`src/pkg/psl_map.svh`:
```
// Address map, field positions and reset values of the status bank
// Contract
// - Entry through the reset vector sets the NMI entry flag to 1 for an NMI and 0 otherwise.
// - Writing 0 clears the NMI entry flag; writing 1 leaves it unchanged.
// - Bit 18 always reads zero and software writes zero to it.
// - Bits 17:16, 7:5 and 3 ignore writes and read zero.
// - An interrupt is taken only when enabled and both its mask and pending bits are set.
// - The user mode bit selects user mode at 1, kernel at 0, and is read/write.
// - Exception level or error level forces kernel mode without touching the user mode bit.
// - Reset, soft reset and NMI set the error level bit, reset value 1; it forces kernel mode.
// - With error level set, exception return uses the error return address.
// - With error level set, the low user segment is unmapped and uncached; the code drives only kuseg_unmapped and has no cache control output.
// - Any other exception sets the exception level bit; it forces kernel mode.
// - With a translation buffer and exception level set, refills use the general vector.
// - With exception level set, a further exception leaves the exception return address.
// - The master enable gates all software and hardware interrupts.
// - Interrupts are enabled only with master enable 1 and both levels and debug mode 0.
`ifndef PSL_MAP_SVH
`define PSL_MAP_SVH
`define PSL_ADDR_W 12
`define PSL_OFF_STATUS 12'h000
`define PSL_OFF_EPC 12'h004
`define PSL_OFF_ERRPC 12'h008
`define PSL_BIT_NMI 19
`define PSL_BIT_UM 4
`define PSL_BIT_ERL 2
`define PSL_BIT_EXL 1
`define PSL_BIT_IE 0
`define PSL_BIT_ZERO 18
`define PSL_RSVD_HI_MSB 17
`define PSL_RSVD_HI_LSB 16
`define PSL_RSVD_MID_MSB 7
`define PSL_RSVD_MID_LSB 5
`define PSL_BIT_RSVD 3
`define PSL_IM_HI 15
`define PSL_IM_LO 8
`define PSL_RST_NMI 1'h0
`define PSL_RST_ERL 1'h1
`define PSL_RST_EXL 1'h0
`define PSL_RST_UM 1'h0
`define PSL_RST_IE 1'h0
`define PSL_RST_IM 8'h00
`define PSL_RST_PC 32'h0000_0000
`endif

```
`src/pkg/psl_pkg.sv`:
```
// Types shared by the status bank modules
`default_nettype none
package psl_pkg;
    typedef enum logic [1:0] {
        PSL_EXC_OTHER = 2'b00,
        PSL_EXC_SOFT = 2'b01,
        PSL_EXC_NMI = 2'b10
    } psl_exc_kind_t;
    typedef enum logic [1:0] {
        PSL_SEL_STATUS = 2'b00,
        PSL_SEL_EPC = 2'b01,
        PSL_SEL_ERRPC = 2'b10,
        PSL_SEL_NONE = 2'b11
    } psl_sel_t;
endpackage : psl_pkg
`default_nettype wire

```
`src/pkg/psl_if.sv`:
```
// Internal carrier between the status bank and its helpers
`default_nettype none
interface psl_if;
    import psl_pkg::*;
    logic [7:0] im;
    logic um, error_level_bit, exception_level_bit, ie, debug_mode;
    logic [7:0] pending;
    logic kernel, int_en;
    logic [7:0] int_take;
    logic setup, wr_fire;
    psl_sel_t sel;
    modport core (
        output im, um, error_level_bit, exception_level_bit, ie, debug_mode, pending,
        input kernel, int_en, int_take, setup, wr_fire, sel
    );
    modport mode (
        input im, um, error_level_bit, exception_level_bit, ie, debug_mode, pending,
        output kernel, int_en, int_take
    );
    modport bus (output setup, wr_fire, sel);
endinterface : psl_if
`default_nettype wire

```
`src/core/psl_apb_decode.sv`:
```
// APB phase and address decode for the status bank
`include "psl_map.svh"
`default_nettype none
module psl_apb_decode (
    // Bus request
    input wire logic psel,
    input wire logic penable,
    input wire logic pwrite,
    input wire logic [`PSL_ADDR_W-1:0] paddr,
    input wire logic pready,
    // Decoded request
    psl_if.bus dec
);
    import psl_pkg::*;
    always_comb begin
        dec.setup = psel && !penable;
        dec.wr_fire = psel && penable && pready && pwrite;
        case (paddr)
            `PSL_OFF_STATUS: dec.sel = PSL_SEL_STATUS;
            `PSL_OFF_EPC: dec.sel = PSL_SEL_EPC;
            `PSL_OFF_ERRPC: dec.sel = PSL_SEL_ERRPC;
            default: dec.sel = PSL_SEL_NONE;
        endcase
    end
endmodule : psl_apb_decode
`default_nettype wire

```
`src/core/psl_mode_logic.sv`:
```
// Mode and interrupt gating from the status fields
`default_nettype none
module psl_mode_logic (
    // Status fields in, mode and interrupt decisions out
    psl_if.mode st
);
    import psl_pkg::*;
    // Debug mode is its own mode, so it only affects the interrupt gate here
    assign st.kernel = !st.um || st.exception_level_bit || st.error_level_bit;
    assign st.int_en = st.ie && !st.exception_level_bit && !st.error_level_bit && !st.debug_mode;
    for (genvar i = 0; i < 8; i++) begin : g_line
        assign st.int_take[i] = st.int_en && st.im[i] && st.pending[i];
    end
endmodule : psl_mode_logic
`default_nettype wire

```
`src/core/psl_status.sv`:
```
// Low half of the privileged status register with its exception side effects
//
// Our own choices: the placing of the registers and the APB register port.
`include "psl_map.svh"
`default_nettype none
module psl_status (
    // Clock and reset
    input wire logic core_clk,
    input wire logic rst,
    // APB slave
    input wire logic psel,
    input wire logic penable,
    input wire logic pwrite,
    input wire logic [`PSL_ADDR_W-1:0] paddr,
    input wire logic [31:0] pwdata,
    output logic [31:0] prdata,
    output logic pready,
    output logic pslverr,
    // Exception entry
    input wire logic exc_take,
    input wire psl_pkg::psl_exc_kind_t exc_kind,
    input wire logic [31:0] exc_pc,
    // Exception return
    input wire logic exception_return_instruction_req,
    output logic exception_return_instruction_valid,
    output logic [31:0] exception_return_instruction_target,
    // Core context
    input wire logic [7:0] pending_in,
    input wire logic debug_mode,
    input wire logic tlb_present,
    // Mode and interrupt decisions
    output logic kernel_mode,
    output logic int_enabled,
    output logic [7:0] int_take,
    output logic int_request,
    output logic kuseg_unmapped,
    output logic refill_to_general
);
    import psl_pkg::*;

    psl_if st ();

    logic nmi_flag;
    logic [7:0] im;
    logic um;
    logic error_level_bit;
    logic exception_level_bit;
    logic ie;
    logic [31:0] exception_return_pc;
    logic [31:0] errpc;
    logic entry_reset;
    logic entry_other;
    logic exception_return_instruction_go;
    logic wr_status;
    logic wr_epc;
    logic wr_errpc;
    logic [31:0] status_word;
    logic [31:0] next_rdata;
    logic int_en_ok;

    psl_apb_decode u_dec (
        .psel(psel),
        .penable(penable),
        .pwrite(pwrite),
        .paddr(paddr),
        .pready(pready),
        .dec(st)
    );

    psl_mode_logic u_mode (
        .st(st)
    );

    assign st.im = im;
    assign st.um = um;
    assign st.error_level_bit = error_level_bit;
    assign st.exception_level_bit = exception_level_bit;
    assign st.ie = ie;
    assign st.debug_mode = debug_mode;
    assign st.pending = pending_in;
    assign int_en_ok = ie && !exception_level_bit && !error_level_bit && !debug_mode;

    // Kind code 2'b11 is not an entry at all; it is dropped rather than guessed
    assign entry_reset = exc_take && (exc_kind == PSL_EXC_SOFT || exc_kind == PSL_EXC_NMI);
    assign entry_other = exc_take && exc_kind == PSL_EXC_OTHER;
    // An exception in the same cycle as a return wins; the return is lost
    assign exception_return_instruction_go = exception_return_instruction_req && !exc_take;
    assign wr_status = st.wr_fire && st.sel == PSL_SEL_STATUS;
    assign wr_epc = st.wr_fire && st.sel == PSL_SEL_EPC;
    assign wr_errpc = st.wr_fire && st.sel == PSL_SEL_ERRPC;

    // Entry flag
    always_ff @(posedge core_clk) begin
        if (rst) begin
            nmi_flag <= `PSL_RST_NMI;
        end else if (entry_reset) begin
            nmi_flag <= (exc_kind == PSL_EXC_NMI);
        end else if (wr_status && !pwdata[`PSL_BIT_NMI]) begin
            nmi_flag <= 1'b0;
        end
    end

    // Error level
    always_ff @(posedge core_clk) begin
        if (rst) begin
            error_level_bit <= `PSL_RST_ERL;
        end else if (entry_reset) begin
            error_level_bit <= 1'b1;
        end else if (entry_other) begin
            error_level_bit <= error_level_bit;
        end else if (exception_return_instruction_go && error_level_bit) begin
            error_level_bit <= 1'b0;
        end else if (wr_status) begin
            error_level_bit <= pwdata[`PSL_BIT_ERL];
        end
    end

    // Exception level
    always_ff @(posedge core_clk) begin
        if (rst) begin
            exception_level_bit <= `PSL_RST_EXL;
        end else if (entry_other) begin
            exception_level_bit <= 1'b1;
        end else if (entry_reset) begin
            exception_level_bit <= exception_level_bit;
        end else if (exception_return_instruction_go && !error_level_bit) begin
            exception_level_bit <= 1'b0;
        end else if (wr_status) begin
            exception_level_bit <= pwdata[`PSL_BIT_EXL];
        end
    end

    // Mask, user mode and master enable, software owned
    always_ff @(posedge core_clk) begin
        if (rst) begin
            im <= `PSL_RST_IM;
            um <= `PSL_RST_UM;
            ie <= `PSL_RST_IE;
        end else if (wr_status) begin
            im <= pwdata[`PSL_IM_HI:`PSL_IM_LO];
            um <= pwdata[`PSL_BIT_UM];
            ie <= pwdata[`PSL_BIT_IE];
        end
    end

    // Exception return address
    always_ff @(posedge core_clk) begin
        if (rst) begin
            exception_return_pc <= `PSL_RST_PC;
        end else if (entry_other && !exception_level_bit) begin
            exception_return_pc <= exc_pc;
        end else if (wr_epc && !exc_take) begin
            exception_return_pc <= pwdata;
        end
    end

    // Error return address
    always_ff @(posedge core_clk) begin
        if (rst) begin
            errpc <= `PSL_RST_PC;
        end else if (entry_reset) begin
            errpc <= exc_pc;
        end else if (wr_errpc && !exc_take) begin
            errpc <= pwdata;
        end
    end

    // Return target
    always_ff @(posedge core_clk) begin
        if (rst) begin
            exception_return_instruction_valid <= 1'b0;
            exception_return_instruction_target <= `PSL_RST_PC;
        end else begin
            exception_return_instruction_valid <= exception_return_instruction_go;
            if (exception_return_instruction_go) begin
                exception_return_instruction_target <= error_level_bit ? errpc : exception_return_pc;
            end
        end
    end

    // Mode and interrupt outputs, one cycle behind the fields
    always_ff @(posedge core_clk) begin
        if (rst) begin
            kernel_mode <= `PSL_RST_ERL;
            int_enabled <= 1'b0;
            int_take <= 8'h00;
            int_request <= 1'b0;
        end else begin
            kernel_mode <= st.kernel;
            int_enabled <= st.int_en;
            int_take <= st.int_take;
            int_request <= |st.int_take;
        end
    end

    // Address space and vector steering
    always_ff @(posedge core_clk) begin
        if (rst) begin
            kuseg_unmapped <= `PSL_RST_ERL;
            refill_to_general <= 1'b0;
        end else begin
            kuseg_unmapped <= error_level_bit;
            refill_to_general <= tlb_present && exception_level_bit;
        end
    end

    // Read image; unlisted bits stay zero
    always_comb begin
        status_word = 32'h0000_0000;
        status_word[`PSL_BIT_NMI] = nmi_flag;
        status_word[`PSL_IM_HI:`PSL_IM_LO] = im;
        status_word[`PSL_BIT_UM] = um;
        status_word[`PSL_BIT_ERL] = error_level_bit;
        status_word[`PSL_BIT_EXL] = exception_level_bit;
        status_word[`PSL_BIT_IE] = ie;
        case (st.sel)
            PSL_SEL_STATUS: next_rdata = status_word;
            PSL_SEL_EPC: next_rdata = exception_return_pc;
            PSL_SEL_ERRPC: next_rdata = errpc;
            default: next_rdata = 32'h0000_0000;
        endcase
    end

    // Read data is caught in the setup cycle so that prdata comes from a flop
    always_ff @(posedge core_clk) begin
        if (rst) begin
            pready <= 1'b0;
            prdata <= 32'h0000_0000;
            pslverr <= 1'b0;
        end else begin
            pready <= 1'b1;
            if (st.setup) begin
                prdata <= next_rdata;
                pslverr <= (st.sel == PSL_SEL_NONE);
            end
        end
    end
endmodule : psl_status
`default_nettype wire

```
`config.mk`:
```
export PLATFORM = sky130hd
export DESIGN_NAME = psl_status
export DESIGN_NICKNAME = d
export VERILOG_FILES = /design/src/pkg/psl_pkg.sv /design/src/pkg/psl_if.sv /design/src/core/psl_apb_decode.sv /design/src/core/psl_mode_logic.sv /design/src/core/psl_status.sv
export VERILOG_INCLUDE_DIRS = /design/src /design/src/pkg
export SDC_FILE = /design/constraint.sdc
export NUM_CORES = 1
export LEC_CHECK = 0
export BUFFER_PORTS_ARGS = -buffer_cell sky130_fd_sc_hd__buf_2
export CAP_MARGIN = 30
export CORE_ASPECT_RATIO = 1.2
export CORE_MARGIN = 2
export CORE_UTILIZATION = 45
export CTS_CLUSTER_SIZE = 24
export DETAILED_ROUTE_END_ITERATION = 6
export GPL_TIMING_DRIVEN = 0
export PLACE_DENSITY = 0.77
export SYNTH_ARGS = -nofsm -noshare
export SYNTH_HDL_FRONTEND = slang
export SYNTH_HIERARCHICAL = 1
export SYNTH_SLANG_ARGS = --single-unit
```
`constraint.sdc`:
```
create_clock -name core_clk -period 1.7 [get_ports core_clk]
set_clock_uncertainty 0.1 [all_clocks]
set_input_delay 0.17 -clock core_clk [delete_from_list [all_inputs] [get_ports core_clk]]
set_output_delay 0.17 -clock core_clk [all_outputs]
set_load 0.005 [all_outputs]
```
==> flow_summary.json <==
{
  "status": "finished with violations",
  "violations": "setup timing",
  "yosys-top-cells-area": "dfxtp_1 44%, nand2_1 7.9%, a211oi_1 6.5%, mux2i_1 6.4%, a311oi_1 5.5%",
  "async_flop_share": 0,
  "die_h_um": 141,
  "drtAntennaViolNets": 0,
  "grt_overflow_total": 0,
  "ys_ff_latch": 157,
  "yosys.area.top_type": "dfxtp_1",
  "routed_wl_um": 26200,
  "core_area_sq_um": 15500,
  "clk_pin_slew_worst_paths_ns": 0.06,
  "grt_pass1_wl_um": 39700,
  "vias": 7690,
  "postLayoutCellArea_sq_um": 9940,
  "cp.required_ns": 1.90,
  "port_buffers": 174,
  "p_clk_frac": 0.421,
  "synth_nets": 907,
  "cp.depth": 6,
  "path_class": "primary input to flop",
  "path_cells": "buf_2 > nor2b_1 > clkbuf_1 > clkbuf_2 > nor2_1 > a211oi_1",
  "swShare": 0.272,
  "fp-row-count": 50,
  "num_antenna_cells": 0,
  "ys.flop_type": "dfxtp_1",
  "p_seq_frac": 0.434,
  "whs_path_depth": 4,
  "seq_area_frac_synth": 0.445,
  "syn_inst": 810,
  "numCtsBuffers": 17,
  "fillers": 1297,
  "start_kind": "primary input",
  "cts_buffer_depth": 2,
  "slowest_delay_ns": 0.47,
  "drc": 0,
  "combPwrFrac": 0.145,
  "drt-initial-drc-count": 918,
  "power.switching_mw": 2.53,
  "finalCritPeriodShare": 1.07,
  "synth_commonest_cells": "157 x dfxtp_1, 149 x nand2_1, 65 x nor2_1, 63 x nor3_1, 61 x a211oi_1",
  "drv_slew": 0,
  "rsz0062_at_grt": "true",
  "nNetsFinal": 1177,
  "pre_cts_ws_ns": -0.450,
  "synth.distinct_cells": 39,
  "p_int_mw": 6.78,
  "via_per_inst": 5.91,
  "dieArea_sq_um": 16700,
  "power.density_nw_per_um2": 937,
  "cap_violations": 0,
  "antenna_found_initial": 0,
  "yosys_warnings": 6,
  "setup_viol": 37,
  "wl_per_cell_um": 20.2,
  "insertion_delay_ns": 0.43,
  "slew-limit-headroom": 0.478,
  "tritoncts": "done",
  "critPathBufInv": 3,
  "dr.pass1.iters": 5,
  "grt_max_degree": 17,
  "timing.fmax_ghz": 0.551,
  "areaGrowthSynthToFinish_pct": 40.6,
  "synth_most_common_cell": "dfxtp_1",
  "root_buffer": "clkbuf_16",
  "slowest_stage": "clkbuf_1",
  "cp_top_family": "buffers and inverters",
  "gp_congestion": 0.942,
  "first_global_vias": 7470,
  "htreeDepth": 4,
  "grt_usage": 0.300,
  "arrival_ns": 2.02,
  "p_total_mw": 9.31,
  "placed_area_sq_um": 8260,
  "syn_avg_cell_area_sq_um": 8.73,
  "hpwl_um": 17700,
  "setup_ws_ns": -0.116,
  "postLayoutCoreUtil": 0.641,
  "whs_ns": 0.0101,
  "clkSinkCount": 157,
  "hold_viol_final": 0,
  "fin_crit_ns": 1.82,
  "path_max_fanout": 10,
  "synth_area_sq_um": 7070,
  "initial_utilization": 0.456,
  "reg2reg_depth": 5,
  "worst_pin_slew_ns": 0.784,
  "timing.hold.worst.class": "primary input to flop",
  "drive_gt1_frac": 0.308,
  "ir_drop_uv": 667,
  "power.leakage_nw": 4.22,
  "end_kind": "flop",
  "synth_edf_count": 0,
  "yosysTopAreaCellShare": 0.445,
  "die_w_um": 118,
  "io_pins": 175
}
[flip-flops by register name (all words and copies together), names as in the netlist]
| name | cells |
|---|---|
| exception_return_instruction_target | 32 |
| exception_return_pc | 32 |
| prdata | 32 |
| int_take | 8 |
| error_level_bit | 1 |
| kuseg_unmapped | 1 |
| refill_to_general | 1 |
| kernel_mode | 1 |
| exception_return_instruction_valid | 1 |
| exception_level_bit | 1 |
| pready | 1 |
| int_enabled | 1 |
| int_request | 1 |
| nmi_flag | 1 |
| errpc | 32 |
| pslverr | 1 |
| st.um | 1 |
| ie | 1 |
| im | 8 |
[per-layer routing]
layer  global-route usage  wire length, um
met3               0.0663             2600
met2                0.492            12000
met1                0.373            10100
met5                    0                0
met4                0.152             1530
[cells by family after synthesis]
logic type | count (synthesis) | share of synthesized area
muxes | 45 | 0.0637
and+or+nand+nor | 340 | 0.221
DFF | 157 | 0.445
AOI/OAI and AO/OA | 181 | 0.212
adders and majority gates | 2 | 0.00354
buffers and inverters | 85 | 0.0556
[final cells by class]
| type | instances | area (sq um) | area share |
|---|---|---|---|
| multi-input combinational | 568 | 3710 | 0.374 |
| sequential | 157 | 3150 | 0.317 |
| timing repair buffer | 251 | 1660 | 0.167 |
| buffer | 82 | 546 | 0.0549 |
| clock buffer | 21 | 470 | 0.0473 |
| tap | 208 | 260 | 0.0262 |
| clock inverter | 11 | 134 | 0.0135 |
| inverter | 3 | 11.3 | 0.00113 |
[final timing paths]
| kind | start | to | slack, ns |
|---|---|---|---|
| setup / recovery | penable | prdata[25] | -0.12 |
| setup reg to reg | exception_level_bit | exception_return_pc[25] | -0.05 |
| hold reg to reg | prdata[16] | prdata[16] | 0.38 |
| hold / removal | rst | exception_level_bit | 0.01 |
[metrics by stage]
stage | std cells | setup TNS [ns]
5_1_grt | 1301 | -4.30
6_report | 1301 | -0.906
3_3_place_gp | 1192 | -34.46
2_1_floorplan | 810 | -0.136
4_1_cts | 1294 | -2.06
3_5_place_dp | 1192 | -36.10
[worst reg2reg max path, cell delays in order, from the launching register on]
cell and delay [ns]:
dfxtp_2 0.37, and3b_1 0.24, buf_2 0.19, buf_2 0.29, nand2_1 0.11, a311oi_1 0.34
[power by group through the flow]
stage | Clock [mW] | Sequential, mW | Combinational, mW
4_1_cts | 3.91 | 4.03 | 1.28
3_5_place_dp | 0 | 4.11 | 1.13
3_3_place_gp | 0 | 4.10 | 1.12
2_1_floorplan | 0 | 4.08 | 0.672
5_1_grt | 4.04 | 4.06 | 1.44
6_report | 3.92 | 4.04 | 1.35
[layout by cell type (no fill, tap or decap), types with 4 or more instances in the layout]
cell type        n
a311oi_2        23
clkbuf_2        12
a21oi_1         18
nor2b_1         15
dlygate4sd3_1   67
or2_2           15
nor2_1          65
clkbuf_1        29
buf_2          188
o21ai_0         10
nand2_1        148
nand3_1          4
a22oi_2         12
clkinvlp_4       4
buf_4           12
a311oi_1        41
buf_6           12
nor3_1          60
and3_1           9
clkbuf_8         4
clkbuf_16       19
mux2i_1         45
a211oi_1        60
clkbuf_4         4
a22oi_1         10
dfxtp_1        155
[repair_timing]
item | CTS | global route
pin swaps | 0 | 12
setup buffers | 3 | 5
gates resized for setup | 28 | 57
cloned | 0 | 2
hold buffers | 67 | 0
setup endpoints to repair | 85 | 125
hold endpoints to repair | 77 | 0
No activity file was read; power rests on OpenSTA's default activity.
